`config.mk`:
```
export PLATFORM = sky130hd
export DESIGN_NAME = dcc_top
export DESIGN_NICKNAME = d
export VERILOG_FILES = /design/src/common/dcc_pkg.sv /design/src/hw/dcc_i2c_slave.sv /design/src/hw/dcc_top.sv
export VERILOG_INCLUDE_DIRS = /design/src /design/src/common
export SDC_FILE = /design/constraint.sdc
export NUM_CORES = 1
export LEC_CHECK = 0
export BUFFER_PORTS_ARGS = -buffer_cell sky130_fd_sc_hd__buf_2
export CORE_MARGIN = 4
export CORE_UTILIZATION = 56
export CTS_BUF_LIST = sky130_fd_sc_hd__clkbuf_8
export DETAILED_ROUTE_END_ITERATION = 10
export MAX_ROUTING_LAYER = met4
export PLACE_DENSITY = 0.79
export SETUP_SLACK_MARGIN = 0.3
export SYNTH_ARGS = -nofsm -noshare
export SYNTH_HDL_FRONTEND = slang
export SYNTH_SLANG_ARGS = --single-unit
```
`constraint.sdc`:
```
create_clock -name clk_sys -period 37.3 [get_ports clk_sys]
set_input_delay 9.325 -clock clk_sys [delete_from_list [all_inputs] [get_ports clk_sys]]
set_output_delay 9.325 -clock clk_sys [all_outputs]
set_load 0.01 [all_outputs]
```
`src/common/dcc_params.svh`:
```
// Purpose: Offsets, field positions, reset values of the delay config regs
// Assumes: 8-bit registers behind a two-wire serial slave
// Notes:   Included by bare name
`ifndef DCC_PARAMS_SVH
`define DCC_PARAMS_SVH

// Register offsets
`define DCC_OFS_CTRL      8'h01
`define DCC_OFS_DLY_R_HI  8'h02
`define DCC_OFS_DLY_R_LO  8'h03
`define DCC_OFS_DLY_L_HI  8'h04
`define DCC_OFS_DLY_L_LO  8'h05
`define DCC_OFS_FRAME     8'h06
`define DCC_OFS_PKT_LEN   8'h07
`define DCC_OFS_COMMIT    8'h08

// Field positions
`define DCC_CTRL_MUTE_R   7
`define DCC_CTRL_MUTE_L   6
`define DCC_FRAME_EN      7
`define DCC_FRAME_RATE    6
`define DCC_COMMIT_GO     0

// Reset values
`define DCC_RST_REG       8'h00

// Limits
`define DCC_MAX_DELAY     13'h1fff
`define DCC_MAX_PKT_LEN   6'h18

// Bus address upper bits; value is arbitrary
`define DCC_BUS_ADDR_HI   4'h5

`endif

```
`src/common/dcc_pkg.sv`:
```
// Purpose: Types shared by the delay config block
// Assumes: Nothing beyond the params header
// Notes:   Formats follow the control register low bits
package dcc_pkg;

  // Stream format codes
  typedef enum logic [1:0] {
    DCC_FMT_I2S    = 2'h0,
    DCC_FMT_RJ     = 2'h1,
    DCC_FMT_LJ     = 2'h2,
    DCC_FMT_BYPASS = 2'h3
  } dcc_fmt_t;

  // Serial slave states
  typedef enum {
    DCC_ST_IDLE,
    DCC_ST_ADDR,
    DCC_ST_ACK_ADDR,
    DCC_ST_PTR,
    DCC_ST_ACK_PTR,
    DCC_ST_WDATA,
    DCC_ST_ACK_DATA,
    DCC_ST_RDATA,
    DCC_ST_RD_ACK
  } dcc_state_t;

endpackage : dcc_pkg

```
`src/hw/dcc_i2c_slave.sv`:
```
// Purpose: Two-wire serial slave with auto-incrementing register pointer
// Assumes: clk_sys far faster than the bus clock
// Notes:   Pins pass two flops; edges are seen from the second stage on
`timescale 1ns/1ps
`include "dcc_params.svh"

module dcc_i2c_slave
  import dcc_pkg::*;
(
  // Clock and reset
  input  wire logic       clk_sys,
  input  wire logic       reset_n,
  // Bus pins
  input  wire logic       scl_in,
  input  wire logic       sda_in,
  output logic            sda_out,
  output logic            sda_oe,
  // Address straps
  input  wire logic [2:0] addr_sel,
  // Register port
  output logic            wr_en,
  output logic [7:0]      wr_addr,
  output logic [7:0]      wr_data,
  output logic [7:0]      rd_addr,
  input  wire logic [7:0] rd_data
);

  logic [1:0] scl_sync;
  logic [1:0] sda_sync;
  logic       scl_d;
  logic       sda_d;
  logic [2:0] add_sync1;
  logic [2:0] add_sync2;
  dcc_state_t state;
  logic [3:0] bit_cnt;
  logic [7:0] shreg;
  logic [7:0] tx;
  logic [7:0] ptr;
  logic       nack;
  logic       scl_rise;
  logic       scl_fall;
  logic       start_c;
  logic       stop_c;

  ////////////////////////////////////////////////////////////////////////////
  // Pin synchronisers, straps included since they may move at power-up
  always_ff @(posedge clk_sys or negedge reset_n) begin
    if (!reset_n) begin
      scl_sync  <= 2'h3;
      sda_sync  <= 2'h3;
      scl_d     <= 1'b1;
      sda_d     <= 1'b1;
      add_sync1 <= 3'h0;
      add_sync2 <= 3'h0;
    end else begin
      scl_sync  <= {scl_sync[0], scl_in};
      sda_sync  <= {sda_sync[0], sda_in};
      scl_d     <= scl_sync[1];
      sda_d     <= sda_sync[1];
      add_sync1 <= addr_sel;
      add_sync2 <= add_sync1;
    end
  end

  // Edge and condition detect on synchronised levels only
  assign scl_rise = scl_sync[1] & ~scl_d;
  assign scl_fall = ~scl_sync[1] & scl_d;
  assign start_c  = scl_sync[1] & scl_d & sda_d & ~sda_sync[1];
  assign stop_c   = scl_sync[1] & scl_d & ~sda_d & sda_sync[1];

  ////////////////////////////////////////////////////////////////////////////
  // Byte engine; data changes on the falling clock, sampled on rising
  always_ff @(posedge clk_sys or negedge reset_n) begin
    if (!reset_n) begin
      state   <= DCC_ST_IDLE;
      bit_cnt <= 4'h0;
      shreg   <= 8'h00;
      tx      <= 8'h00;
      ptr     <= 8'h00;
      nack    <= 1'b1;
      wr_en   <= 1'b0;
      wr_addr <= 8'h00;
      wr_data <= 8'h00;
    end else begin
      wr_en <= 1'b0;
      if (start_c) begin
        state   <= DCC_ST_ADDR;
        bit_cnt <= 4'h0;
      end else if (stop_c) begin
        state <= DCC_ST_IDLE;
      end else if (scl_rise) begin
        case (state)
          DCC_ST_ADDR, DCC_ST_PTR, DCC_ST_WDATA: begin
            shreg   <= {shreg[6:0], sda_sync[1]};
            bit_cnt <= bit_cnt + 4'h1;
          end
          DCC_ST_RD_ACK: nack <= sda_sync[1];
          default: ;
        endcase
      end else if (scl_fall) begin
        case (state)
          DCC_ST_ADDR: begin
            if (bit_cnt == 4'h8) begin
              if (shreg[7:1] == {`DCC_BUS_ADDR_HI, add_sync2})
                state <= DCC_ST_ACK_ADDR;
              else
                state <= DCC_ST_IDLE;
            end
          end
          DCC_ST_ACK_ADDR: begin
            bit_cnt <= 4'h0;
            if (shreg[0]) begin
              tx    <= rd_data;
              state <= DCC_ST_RDATA;
            end else begin
              state <= DCC_ST_PTR;
            end
          end
          DCC_ST_PTR: begin
            if (bit_cnt == 4'h8) begin
              ptr   <= shreg;
              state <= DCC_ST_ACK_PTR;
            end
          end
          DCC_ST_ACK_PTR, DCC_ST_ACK_DATA: begin
            bit_cnt <= 4'h0;
            state   <= DCC_ST_WDATA;
          end
          DCC_ST_WDATA: begin
            if (bit_cnt == 4'h8) begin
              wr_en   <= 1'b1;
              wr_addr <= ptr;
              wr_data <= shreg;
              ptr     <= ptr + 8'h01;
              state   <= DCC_ST_ACK_DATA;
            end
          end
          DCC_ST_RDATA: begin
            if (bit_cnt == 4'h7) begin
              ptr   <= ptr + 8'h01;
              state <= DCC_ST_RD_ACK;
            end else begin
              tx      <= {tx[6:0], 1'b0};
              bit_cnt <= bit_cnt + 4'h1;
            end
          end
          DCC_ST_RD_ACK: begin
            bit_cnt <= 4'h0;
            if (nack) begin
              state <= DCC_ST_IDLE;
            end else begin
              tx    <= rd_data;
              state <= DCC_ST_RDATA;
            end
          end
          default: state <= DCC_ST_IDLE;
        endcase
      end
    end
  end

  ////////////////////////////////////////////////////////////////////////////
  // Open-drain drive: only ever pulls low
  assign sda_out = 1'b0;
  assign sda_oe  = (state == DCC_ST_ACK_ADDR) | (state == DCC_ST_ACK_PTR) |
                   (state == DCC_ST_ACK_DATA) |
                   ((state == DCC_ST_RDATA) & ~tx[7]);
  assign rd_addr = ptr;

endmodule : dcc_i2c_slave

```
`src/hw/dcc_top.sv`:
```
// Purpose: Register file and commit logic of a stereo lip-sync delay
// Assumes: sample_tick is a one-cycle strobe per delayed sample, on clk_sys
// Notes:   Delay engine only sees new settings on a commit
//
// Notes on behaviour
// - Commit register bit 0 written zero transfers nothing; upper bits ignored.
// - Writing one copies format, delays and packet width to engine together.
// - New delays stay inactive; old delay stays in use until commit.
// - Mute bits in control register act at once, no commit needed.
// - Frame delay mode ignores per-channel sample delay registers.
// - Sequential reads return registers 0x01 to 0x08, pointer advancing.
// - Control bits 7/6 mute right/left; bits 1:0 select stream format.
// - After commit each channel stays muted until its delay passed.
`timescale 1ns/1ps
`include "dcc_params.svh"

module dcc_top
  import dcc_pkg::*;
#(
  parameter int DLY_W = 13
)
(
  // Clock and reset
  input  wire logic             clk_sys,
  input  wire logic             reset_n,
  // Serial bus pins
  input  wire logic             scl_in,
  input  wire logic             sda_in,
  output logic                  sda_out,
  output logic                  sda_oe,
  input  wire logic [2:0]       addr_sel,
  // Delay engine side
  input  wire logic             sample_tick,
  output dcc_fmt_t              eng_format,
  output logic [DLY_W-1:0]      eng_delay_r,
  output logic [DLY_W-1:0]      eng_delay_l,
  output logic [5:0]            eng_pkt_len,
  output logic                  eng_load,
  output logic                  mute_r,
  output logic                  mute_l
);

  logic             wr_en;
  logic [7:0]       wr_addr;
  logic [7:0]       wr_data;
  logic [7:0]       rd_addr;
  logic [7:0]       rd_data;
  logic [7:0]       ctrl;
  logic [7:0]       dly_r_hi;
  logic [7:0]       dly_r_lo;
  logic [7:0]       dly_l_hi;
  logic [7:0]       dly_l_lo;
  logic [7:0]       frame;
  logic [7:0]       pkt_len;
  logic [7:0]       commit_reg;
  logic             commit;
  logic [DLY_W-1:0] frame_dly;
  logic [DLY_W-1:0] next_dly_r;
  logic [DLY_W-1:0] next_dly_l;
  logic [DLY_W-1:0] hold_r;
  logic [DLY_W-1:0] hold_l;

  // Frames to samples: int[(frames + 1) / rate * fs], limited to the engine maximum
  function automatic logic [DLY_W-1:0] dcc_frame_samples(
    input logic       rate_5994,
    input logic [2:0] fs_sel,
    input logic [2:0] frames
  );
    logic [39:0] fs_hz;
    logic [39:0] prod;
    logic [39:0] smp;
    fs_hz = 40'd0;
    prod  = 40'd0;
    smp   = 40'd0;
    case (fs_sel)
      3'h0:    fs_hz = 40'd32000;
      3'h1:    fs_hz = 40'd44100;
      3'h2:    fs_hz = 40'd48000;
      3'h3:    fs_hz = 40'd88200;
      3'h4:    fs_hz = 40'd96000;
      3'h5:    fs_hz = 40'd176400;
      default: fs_hz = 40'd192000;
    endcase
    prod = fs_hz * ({37'd0, frames} + 40'd1);
    // 59.94 Hz is 60000/1001, kept exact to avoid rounding drift
    if (rate_5994)
      smp = (prod * 40'd1001) / 40'd60000;
    else
      smp = prod / 40'd50;
    if (smp > {27'd0, `DCC_MAX_DELAY})
      return `DCC_MAX_DELAY;
    return smp[DLY_W-1:0];
  endfunction : dcc_frame_samples

  ////////////////////////////////////////////////////////////////////////////
  // Serial slave
  dcc_i2c_slave u_slave (
    .clk_sys  (clk_sys),
    .reset_n  (reset_n),
    .scl_in   (scl_in),
    .sda_in   (sda_in),
    .sda_out  (sda_out),
    .sda_oe   (sda_oe),
    .addr_sel (addr_sel),
    .wr_en    (wr_en),
    .wr_addr  (wr_addr),
    .wr_data  (wr_data),
    .rd_addr  (rd_addr),
    .rd_data  (rd_data)
  );

  ////////////////////////////////////////////////////////////////////////////
  // Register file; writes only store, never reach the engine directly
  always_ff @(posedge clk_sys or negedge reset_n) begin
    if (!reset_n) begin
      ctrl       <= `DCC_RST_REG;
      dly_r_hi   <= `DCC_RST_REG;
      dly_r_lo   <= `DCC_RST_REG;
      dly_l_hi   <= `DCC_RST_REG;
      dly_l_lo   <= `DCC_RST_REG;
      frame      <= `DCC_RST_REG;
      pkt_len    <= `DCC_RST_REG;
      commit_reg <= `DCC_RST_REG;
    end else if (wr_en) begin
      case (wr_addr)
        `DCC_OFS_CTRL:     ctrl       <= wr_data;
        `DCC_OFS_DLY_R_HI: dly_r_hi   <= wr_data;
        `DCC_OFS_DLY_R_LO: dly_r_lo   <= wr_data;
        `DCC_OFS_DLY_L_HI: dly_l_hi   <= wr_data;
        `DCC_OFS_DLY_L_LO: dly_l_lo   <= wr_data;
        `DCC_OFS_FRAME:    frame      <= wr_data;
        `DCC_OFS_PKT_LEN:  pkt_len    <= wr_data;
        `DCC_OFS_COMMIT:   commit_reg <= wr_data;
        default: ;
      endcase
    end
  end

  always_comb begin
    case (rd_addr)
      `DCC_OFS_CTRL:     rd_data = ctrl;
      `DCC_OFS_DLY_R_HI: rd_data = dly_r_hi;
      `DCC_OFS_DLY_R_LO: rd_data = dly_r_lo;
      `DCC_OFS_DLY_L_HI: rd_data = dly_l_hi;
      `DCC_OFS_DLY_L_LO: rd_data = dly_l_lo;
      `DCC_OFS_FRAME:    rd_data = frame;
      `DCC_OFS_PKT_LEN:  rd_data = pkt_len;
      `DCC_OFS_COMMIT:   rd_data = commit_reg;
      default:           rd_data = 8'h00;
    endcase
  end

  ////////////////////////////////////////////////////////////////////////////
  // only bit 0 commits
  assign commit = wr_en & (wr_addr == `DCC_OFS_COMMIT) &
                  wr_data[`DCC_COMMIT_GO];

  assign frame_dly = dcc_frame_samples(frame[`DCC_FRAME_RATE],
                                       frame[5:3], frame[2:0]);

  always_comb begin
    if (frame[`DCC_FRAME_EN]) begin
      next_dly_r = frame_dly;
      next_dly_l = frame_dly;
    end else begin
      next_dly_r = {dly_r_hi[DLY_W-9:0], dly_r_lo};
      next_dly_l = {dly_l_hi[DLY_W-9:0], dly_l_lo};
    end
  end

  always_ff @(posedge clk_sys or negedge reset_n) begin
    if (!reset_n) begin
      eng_format  <= DCC_FMT_I2S;
      eng_delay_r <= '0;
      eng_delay_l <= '0;
      eng_pkt_len <= 6'h00;
      eng_load    <= 1'b0;
    end else begin
      eng_load <= commit;
      if (commit) begin
        eng_format  <= dcc_fmt_t'(ctrl[1:0]);
        eng_delay_r <= next_dly_r;
        eng_delay_l <= next_dly_l;
        // Packet width bits 5:0 over the maximum are limited, not wrapped; bits 7:6 are dropped
        if (pkt_len[5:0] > `DCC_MAX_PKT_LEN)
          eng_pkt_len <= `DCC_MAX_PKT_LEN;
        else
          eng_pkt_len <= pkt_len[5:0];
      end
    end
  end

  ////////////////////////////////////////////////////////////////////////////
  // post-commit mute hold; counts samples out of the engine
  always_ff @(posedge clk_sys or negedge reset_n) begin
    if (!reset_n) begin
      hold_r <= '0;
      hold_l <= '0;
    end else if (commit) begin
      hold_r <= next_dly_r;
      hold_l <= next_dly_l;
    end else if (sample_tick) begin
      if (hold_r != '0)
        hold_r <= hold_r - {{(DLY_W-1){1'b0}}, 1'b1};
      if (hold_l != '0)
        hold_l <= hold_l - {{(DLY_W-1){1'b0}}, 1'b1};
    end
  end

  // bit 7 right, bit 6 left
  always_ff @(posedge clk_sys or negedge reset_n) begin
    if (!reset_n) begin
      mute_r <= 1'b0;
      mute_l <= 1'b0;
    end else begin
      mute_r <= ctrl[`DCC_CTRL_MUTE_R] | (hold_r != '0);
      mute_l <= ctrl[`DCC_CTRL_MUTE_L] | (hold_l != '0);
    end
  end

endmodule : dcc_top

```
== After elaboration in Yosys (flattened, before gate mapping) ==
Cells that the tools add are included.

* $add $sub $neg: 5
* $mul: 2
* Div/mod/pow operators: 2
* Magnitude comparators: 2
* Equal/unequal tests: 50
* Mux-type cells: 48
* Bitwise gates (word level): 23
* Reduce and logical (&&, ||, !) cells: 31

{| class="wikitable"
|+ Operators with widths
! operator !! number
|-
| two-way mux 32 bit || 8
|-
| case mux 32 bit (7 select lines) || 1
|-
| equality test 32 x 3 -> 1 bit, second input constant || 5
|-
| two-way mux 13 bit || 10
|-
| equality test 32 x 4 -> 1 bit, second input constant || 4
|-
| case mux 18 bit (6 select lines) || 1
|-
| equality test 32 x 2 -> 1 bit, second input constant || 2
|-
| equality test 8 x 3 -> 1 bit, second input constant || 8
|-
| case mux 8 bit (8 select lines) || 1
|-
| two-way mux 8 bit || 6
|-
| case mux 8 bit (3 select lines) || 2
|-
| divider 40 x 16 -> 40 bit, second input constant || 1
|-
| divider 40 x 6 -> 40 bit, second input constant || 1
|-
| > comparator 40 x 13 -> 1 bit, second input constant || 1
|-
| multiplier 40 x 10 -> 40 bit, second input constant || 1
|-
| multiplier 40 x 4 -> 40 bit || 1
|-
| two-way mux 40 bit || 1
|-
| equality test 32 x 1 -> 1 bit, second input constant || 1
|-
| equality test 8 x 2 -> 1 bit, second input constant || 4
|-
| nonzero test 13 bit || 2
|-
| subtractor 13 x 1 -> 13 bit, second input constant || 2
|-
| two-way mux 4 bit || 6
|-
| AND reduction 2 bit || 10
|-
| equality test 8 x 1 -> 1 bit, second input constant || 2
|-
| other kinds (35) || 82
|}

* Bits in registers: 217
* Output and inout bits: 39

== Logic depth before layout (Yosys ltp) ==
Gate-level depths: netlist of the first run.

* Depth after elaboration: 11
* Gate-level depth with buffers: 121
* Gate-level depth less buffers: 106

== Cells and area by module ==
A second synthesis of the first run with hierarchy kept.

* Cell total of the unflattened synthesis: 4080
* Area, all modules: 32238.4 µm²

{| class="wikitable"
|+ Modules (own cells, without submodules)
! module !! times used !! cells each !! area each (µm²) !! seq. area each (µm²)
|-
| dcc_top || 1 || 3812 || 29230.5 || 3178.0
|-
| dcc_i2c_slave || 1 || 268 || 3007.9 || 1560.2
|}

== Worst setup path before layout of the first run ==
OpenSTA, ideal clock, no wires.

* Path type: reg2reg
* Start: reg frame[3]
* End: reg eng_delay_l[0]
* Library setup time: 0.076 ns
* Arrival: 26.445 ns
* Required time: 37.224 ns
* Path slack: 10.778 ns
* Stages on the path, launching flop included: 109
* Path buffers: 6
* Cells stage by stage: dfrtp_1 -> clkbuf_1 -> nor2b_1 -> and2_1 -> nand2_1 -> fa_1 -> inv_1 -> ha_1 -> ha_1 -> a21o_1 -> a21oi_1 -> o21ai_1 -> a21oi_1 -> o21ai_0 -> a21oi_1 -> o21ai_0 -> a21oi_1 -> o21ai_0 -> (+73 left out) -> a22oi_4 -> o21ai_4 -> a211oi_2 -> or2_1 -> buf_4 -> mux4_2 -> o21ai_2 -> a21o_2 -> a21o_2 -> o2111ai_1 -> o31ai_2 -> a211oi_1 -> or3_1 -> o31ai_4 -> a211oi_1 -> o22a_1 -> o32a_1 -> o21ai_1

* Cells in the longest elaborated chain, start to end: 10
* Elaborated cells between the ends (all ways): 16
* Those cells by class: mul: 2; div: 2; order compare: 1; eq/ne: 5; mux: 5; reduce/logical: 1

{| class="wikitable"
|+ RTL lines
! what !! RTL line !! RTL
|-
| from (decl) || dcc_top.sv:53 || <nowiki>logic [7:0] frame;</nowiki>
|-
| from (signal assigned) || dcc_top.sv:121 || <nowiki>frame <= `DCC_RST_REG;</nowiki>
|-
| from (signal assigned) || dcc_top.sv:131 || <nowiki>`DCC_OFS_FRAME: frame <= wr_data;</nowiki>
|-
| equality test 3 bit, or another cell as far along || dcc_top.sv:75 || <nowiki>case (fs_sel)</nowiki>
|-
| case mux 18 bit (6 select lines) * || dcc_top.sv:75 ||
|-
| multiplier 40 x 4 -> 40 bit * || dcc_top.sv:84 || <nowiki>prod = fs_hz * ({37'd0, frames} + 40'd1);</nowiki>
|-
| multiplier 40 x 10 -> 40 bit || dcc_top.sv:87 || <nowiki>smp = (prod * 40'd1001) / 40'd60000;</nowiki>
|-
| divider 40 x 16 -> 40 bit || dcc_top.sv:87 ||
|-
| two-way mux 40 bit * || dcc_top.sv:86 || <nowiki>if (rate_5994)</nowiki>
|-
| > comparator 40 x 13 -> 1 bit || dcc_top.sv:90 || <nowiki>if (smp > {27'd0, `DCC_MAX_DELAY})</nowiki>
|-
| two-way mux 1 bit || dcc_top.sv:90 ||
|-
| two-way mux 13 bit * || dcc_top.sv:92 || <nowiki>return smp[DLY_W-1:0];</nowiki>
|-
| two-way mux 13 bit * || dcc_top.sv:162 || <nowiki>if (frame[`DCC_FRAME_EN]) begin</nowiki>
|-
| to (signal assigned) || dcc_top.sv:183 || <nowiki>eng_delay_l <= next_dly_l;</nowiki>
|-
| to (decl) || dcc_top.sv:36 || <nowiki>output logic [DLY_W-1:0] eng_delay_l,</nowiki>
|}

Mark *: on every way between the ends. The rest lies on a longest branch, timed or not.
A chain may end at the register's enable or synchronous reset.

== Worst setup path in the final report of the first run ==
* Start: reg frame[0]
* End: reg hold_l[0]

* Cells in the longest elaborated chain, start to end: 10
* Elaborated cells between the ends (all ways): 11
* Those cells by class: add/sub: 1; mul: 2; div: 2; order compare: 1; mux: 5

{| class="wikitable"
|+ RTL lines
! what !! RTL line !! RTL
|-
| adder 3 x 1 -> 4 bit * || dcc_top.sv:84 ||
|-
| multiplier 40 x 4 -> 40 bit * || dcc_top.sv:84 ||
|-
| multiplier 40 x 10 -> 40 bit || dcc_top.sv:87 ||
|-
| divider 40 x 16 -> 40 bit || dcc_top.sv:87 ||
|-
| two-way mux 40 bit * || dcc_top.sv:86 ||
|-
| > comparator 40 x 13 -> 1 bit || dcc_top.sv:90 ||
|-
| two-way mux 1 bit || dcc_top.sv:90 ||
|-
| two-way mux 13 bit * || dcc_top.sv:92 ||
|-
| two-way mux 13 bit * || dcc_top.sv:162 ||
|-
| two-way mux 13 bit * || dcc_top.sv:199 || <nowiki>end else if (commit) begin</nowiki>
|-
| to (signal assigned) || dcc_top.sv:201 || <nowiki>hold_l <= next_dly_l;</nowiki>
|-
| to (signal assigned) || dcc_top.sv:206 || <nowiki>hold_l <= hold_l - {{(DLY_W-1){1'b0}}, 1'b1};</nowiki>
|-
| to (decl) || dcc_top.sv:61 || <nowiki>logic [DLY_W-1:0] hold_l;</nowiki>
|}

Marks and branches as above.

==> flow_summary.toml, run 1 <==
[clocking]
cts_root_buf = "clkbuf_8"
cts_resized = 0
cts_max_path_buffers = 2
deepest_level_of_the_cts_h_tree = 4
worstSkewPairLatency_ns = 0.47
path_clk_slew_ns = 0.11
tritoncts_clock_tree = "yes"
cts.repair_timing.setup_buffer_count = 0
cts_num_sinks = 189
cts_hold_repair.buffers = 0
number_of_buffers_created_by_cts = 17

[worst_setup_path]
reg2reg_depth = 101
cpMaxStageDelayCell = "nor2_1"
critPathTopFamily = "compound AO/OA/AOI/OAI gates"
worstSetupEndpointType = "flip-flop"
path_buf_inv = 6
r2r-start = "frame[0]"
crit_path_frequent_cell = "fa_1"
crit_path_start_kind = "flip-flop"
setup.reg_to_reg.worst_slack_ns = 3.96
critical_path.startpoint = "frame[0]"
worst-endpoint-required_ns = 37.69
timing.rr.end = "hold_l[0]"
criticalPathCategory = "flip-flop to flip-flop"
endpoint = "hold_l[0]"
critical_path_cell_count = 101
max_stage_delay_ns = 0.92
worst_ep_arrival_time_ns = 33.73
timing.critical_path.fanout_max = 19

[floorplan]
rows = 89
initial_utilization_pct = 56.9
die_w_um = 253
area_enclosed_by_the_die_boundary_um2 = 64100
floorplan.core_area_um2 = 59200
floorplan.io_pins = 47
die_y_um = 253

[global_route]
via_count_of_the_first_global_routing_pass = 31100
met1_resource_use_gr_pct = 41.2
gr-usage-met2_pct = 46.7
fraction_of_met3_tracks_used_by_global_routing_pct = 3.07
highest_utilization_routing_layer_at_the_global_route_stage = "met2"
antenna_found_initial = 1
largest_net_degree_at_the_start_of_global_routing = 84
first_pass_grt_wire_length_um = 158000
grt_util_all_layers_pct = 29.7
gr-total-overflow = 0

[timing]
fmax_mhz = 30.0
fin_crit_ns = 33.34
hold_violations = 0
rsz0062_at_grt = "false"
min_period_over_period_pct = 89.4
finalSetupViolations = 0
skew_ns = 0.0127
timing.setup.tns_ns = 0
tightestPinTransition_ns = 1.24
slew_headroom_pct = 17.0
timing.final.max_slew_violations = 0

[finish]
multi_input_area_um2 = 27100
fillerInstances = 5474
seq_area_um2 = 4740
fraction_of_final_layout_cells_sized_beyond_drive_strength_1_pct = 11.5
mostFrequentLayoutCells = "nand2_1 (470), nor2_1 (340), a21oi_1 (304)"
num_antenna_cells = 0
layout_commonest_cell = "nand2_1"
flow.area_growth_from_synthesis_pct = 2.90
finalNetCount = 4568

[logic_synthesis]
muxShareOfSynthArea_pct = 5.41
synthFlopType = "dfrtp_1"
number_of_synthesized_register_bits = 189
synth.area.top_cells = "dfrtp_1 (14%), fa_1 (6.5%), ha_1 (6.0%)"
synth-edff-count = 0
synth_compound_area_share_pct = 30.4
yosys.area_share.simple_pct = 24.2
postSynth.asyncResetShare_pct = 100
arithmetic_cell_share_of_the_synthesized_area_counting_full_adders_half_adders_and_majority_gates_pct = 13.0
largest_family_of_logic_cells_by_synthesized_area = "compound AO/OA/AOI/OAI gates"
post_synth_instance_area_um2 = 33700
synth_area_per_cell_um2 = 7.75
yosys_warnings = 0
synth_top_area_cell = "dfrtp_1"
synth_cell_type_count = 178
netlist.area_leader.share_pct = 13.5
synthCells = 4344
synth.yosys.seq_area_share_pct = 14.1
synth_fp_nets = 4623
yosys.area_share.xor_xnor_pct = 7.55

[route]
detail-route-antenna-nets = 0
drt_first_pass_iters = 6
drcViolationCount = 0
vias_per_cell = 6.68
wire_per_inst_um = 18.9
num_vias = 33900
dr.first_iter.drc_count = 3667
routed_wl_um = 96000

[placed_design]
finalWeightedCongestion = 0.989
port_buffers = 45
detailed_place_hpwl_um = 75700

[status]
status = "finished, final reports clean"

[min_path]
worst_hold_path_type = "flip-flop to flip-flop"
worstHoldStart = "u_slave.add_sync1[0]"

[run]
maxCapViolCount = 0
## area by class of cell
cell class,instances,share of cell area [%]
Inverter,242,2.62
Tap cell,773,2.79
Clock inverter,15,0.545
Sequential cell,189,13.7
Timing Repair Buffer,79,1.41
Multi-Input combinational cell,3760,78.3
Clock buffer,17,0.675
## logic make-up after synthesis
family                     count (synthesis)
AOI/OAI and AO/OA                       1402
DFF                                      189
other                                      1
and+or+nand+nor                         1620
buffers and inverters                    395
adders and majority gates                288
xor gates and xnor gates                 284
muxes                                    165
## synth_stat cells, types with 15 or more instances
cell type / instances
o31ai_1: 43
fa_1: 110
o21ai_1: 49
or2_2: 43
and2_1: 69
maj3_1: 16
ha_1: 161
nor2_1: 340
a211oi_1: 60
or3_1: 46
nor3_1: 140
nor3b_1: 19
o2111ai_1: 15
nand4_1: 43
nor4_1: 45
buf_6: 20
xnor2_1: 208
a222oi_1: 16
a21o_1: 49
a31oi_1: 56
o211ai_1: 61
o211a_1: 22
nand2_1: 471
buf_4: 18
mux2_2: 101
dfrtp_1: 182
mux2i_1: 56
buf_2: 30
and3_1: 35
o21a_1: 41
a21oi_1: 305
nand2b_1: 40
a211o_1: 16
inv_1: 239
clkbuf_1: 72
o22ai_1: 36
o221ai_1: 21
a22oi_1: 36
nand3_1: 142
o31a_1: 15
xor2_1: 70
o21ai_0: 232
nor2b_1: 34
## metal layers
metal	vias up	routed length (um)
li1	16100	-
met1	16200	42700
met2	1467	43600
met3	177	6980
met4	0	2700
met5	-	0
## worst min path at each step
stage / depth (start not counted) / slack, ns / endpoint
2_1_floorplan: 0 / 0.33 / u_slave.add_sync2[0]
3_3_place_gp: 0 / 0.33 / u_slave.add_sync2[1]
3_5_place_dp: 0 / 0.34 / u_slave.add_sync2[0]
4_1_cts: 0 / 0.36 / u_slave.scl_sync[1]
5_1_grt: 0 / 0.37 / u_slave.scl_sync[1]
6_report: 0 / 0.36 / u_slave.add_sync2[0]
## metrics by stage
step	hold slack (ns)	instances	setup WS [ns]	utilization, %	cell area (um^2)
2_1_floorplan	0.331	4344	10.78	-	33700
3_3_place_gp	0.335	5043	5.36	57.8	34200
3_5_place_dp	0.340	5043	4.45	57.8	34200
4_1_cts	0.363	5075	4.31	58.5	34700
5_1_grt	0.367	5075	1.48	58.5	34700
6_report	0.361	5075	3.96	58.5	34700
Power of run 1 is not shown: default switching activity piles up to over one toggle a cycle in this logic, so the estimate is an artifact.
==> run 2, diff against run 1 <==
- BUFFER_PORTS_ARGS: -buffer_cell sky130_fd_sc_hd__buf_2 -> unset
- DONT_BUFFER_PORTS: unset -> 1
- PLACE_DENSITY: 0.79 -> unset
- PLACE_DENSITY_LB_ADDON: unset -> 0.3
- clock period: 37.3 -> 32.7 ns (I/O delays scaled with it)
==> flow_summary.toml, run 2 (synthesis results as in run 1) <==
[status]
status = "finished, final reports clean"

[clocking]
cts_num_sinks = 189
worstSkewPairLatency_ns = 0.47
path_clk_slew_ns = 0.10
cts_root_buf = "clkbuf_8"
tritoncts_clock_tree = "yes"
deepest_level_of_the_cts_h_tree = 4
cts_max_path_buffers = 2
cts_hold_repair.buffers = 0
number_of_buffers_created_by_cts = 17

[run]
maxCapViolCount = 0

[timing]
fin_crit_ns = 30.36
tightestPinTransition_ns = 1.13
skew_ns = 0.0174
slew_headroom_pct = 24.1
rsz0062_at_grt = "false"
timing.final.max_slew_violations = 0
finalSetupViolations = 0
fmax_mhz = 32.9
min_period_over_period_pct = 92.8
hold_violations = 0
timing.setup.tns_ns = 0

[route]
drcViolationCount = 0
detail-route-antenna-nets = 0
dr.first_iter.drc_count = 3363
drt_first_pass_iters = 8
routed_wl_um = 98200
num_vias = 33700
wire_per_inst_um = 19.5
vias_per_cell = 6.68

[worst_setup_path]
worst-endpoint-required_ns = 33.09
criticalPathCategory = "flip-flop to flip-flop"
path_buf_inv = 10
max_stage_delay_ns = 0.58
worst_ep_arrival_time_ns = 30.75
timing.critical_path.fanout_max = 16
cpMaxStageDelayCell = "dfrtp_1"
worstSetupEndpointType = "flip-flop"
r2r-start = "frame[5]"
timing.rr.end = "hold_l[0]"
reg2reg_depth = 105
setup.reg_to_reg.worst_slack_ns = 2.34
critPathTopFamily = "compound AO/OA/AOI/OAI gates"
crit_path_frequent_cell = "a21oi_1"
crit_path_start_kind = "flip-flop"

[global_route]
grt_util_all_layers_pct = 30.3
first_pass_grt_wire_length_um = 161000
gr-total-overflow = 0
via_count_of_the_first_global_routing_pass = 31100
largest_net_degree_at_the_start_of_global_routing = 190
antenna_found_initial = 1

[placed_design]
port_buffers = 0
detailed_place_hpwl_um = 77000
finalWeightedCongestion = 0.975

[floorplan]
area_enclosed_by_the_die_boundary_um2 = 64100
die_w_um = 253
initial_utilization_pct = 56.9
rows = 89
floorplan.core_area_um2 = 59200
die_y_um = 253
floorplan.io_pins = 47

[min_path]
depth_of_the_worst_hold_timing_path = 0
whs_endpoint = "u_slave.add_sync2[0]"
worst_hold_path_type = "flip-flop to flip-flop"
worstHoldStart = "u_slave.add_sync1[0]"

[finish]
fillerInstances = 5489
utilization_pct = 58.7
layout_commonest_cell = "nand2_1"
finalNetCount = 4536
flow.area_growth_from_synthesis_pct = 3.28
seq_area_um2 = 4740
mostFrequentLayoutCells = "nand2_1 (470), nor2_1 (339), a21oi_1 (304)"
multi_input_area_um2 = 27400
fraction_of_final_layout_cells_sized_beyond_drive_strength_1_pct = 11.4
[run 2: cell types whose count changed in the layout (fill, tap and decap cells not counted), moves of 4 or more]
cell,change
buf_4,+13
o21ai_0,-4
inv_8,-4
buf_2,-44
[run 2: how the worst max path moves through the flow]
stage | from | end | slack, ns | depth (start not counted)
after detailed placement | frame[0] | hold_l[0] | 0.40 | 105
after global placement | frame[0] | hold_l[0] | 1.44 | 105
final | frame[5] | hold_l[0] | 2.34 | 105
after floorplan | frame[3] | eng_delay_l[0] | 6.18 | 108
after CTS | frame[0] | hold_l[0] | 0.32 | 104
after global routing | frame[5] | eng_delay_l[0] | 0.19 | 107
[run 2: cell type report]
type	count	area share (%)
repair buffers	47	1.01
clock inverters	13	0.482
well taps	773	2.78
multi-input cells	3760	78.7
inverters	242	2.61
flip-flops and latches	189	13.6
diodes	1	0.00719
clock buffers	19	0.752
[run 2: what timing repair did]
action	4_1_cts	5_1_grt
endpoints found under the setup margin	2	20
gates cloned	0	0
resized for setup	1	47
buffers inserted	0	8
pin swaps	0	3
[run 2: stage by stage]
| step | instances | instance area, um^2 | hold slack [ns] | setup slack, ns |
|---|---|---|---|---|
| global route | 5044 | 34800 | 0.367 | 0.193 |
| detailed placement | 5003 | 34000 | 0.337 | 0.397 |
| floorplan | 4344 | 33700 | 0.331 | 6.18 |
| CTS | 5035 | 34500 | 0.357 | 0.321 |
| finish | 5044 | 34800 | 0.359 | 2.34 |
| global placement | 5003 | 34000 | 0.332 | 1.44 |
[run 2: layer usage]
metal | routed length [um] | vias up | global-route usage (%)
met3 | 6010 | 174 | 2.44
li1 | - | 16000 | -
met2 | 44700 | 1304 | 47.8
met5 | 0 | - | -
met1 | 45300 | 16200 | 43.0
met4 | 2190 | 0 | 6.38
Power of run 2 is left out for the same reason.
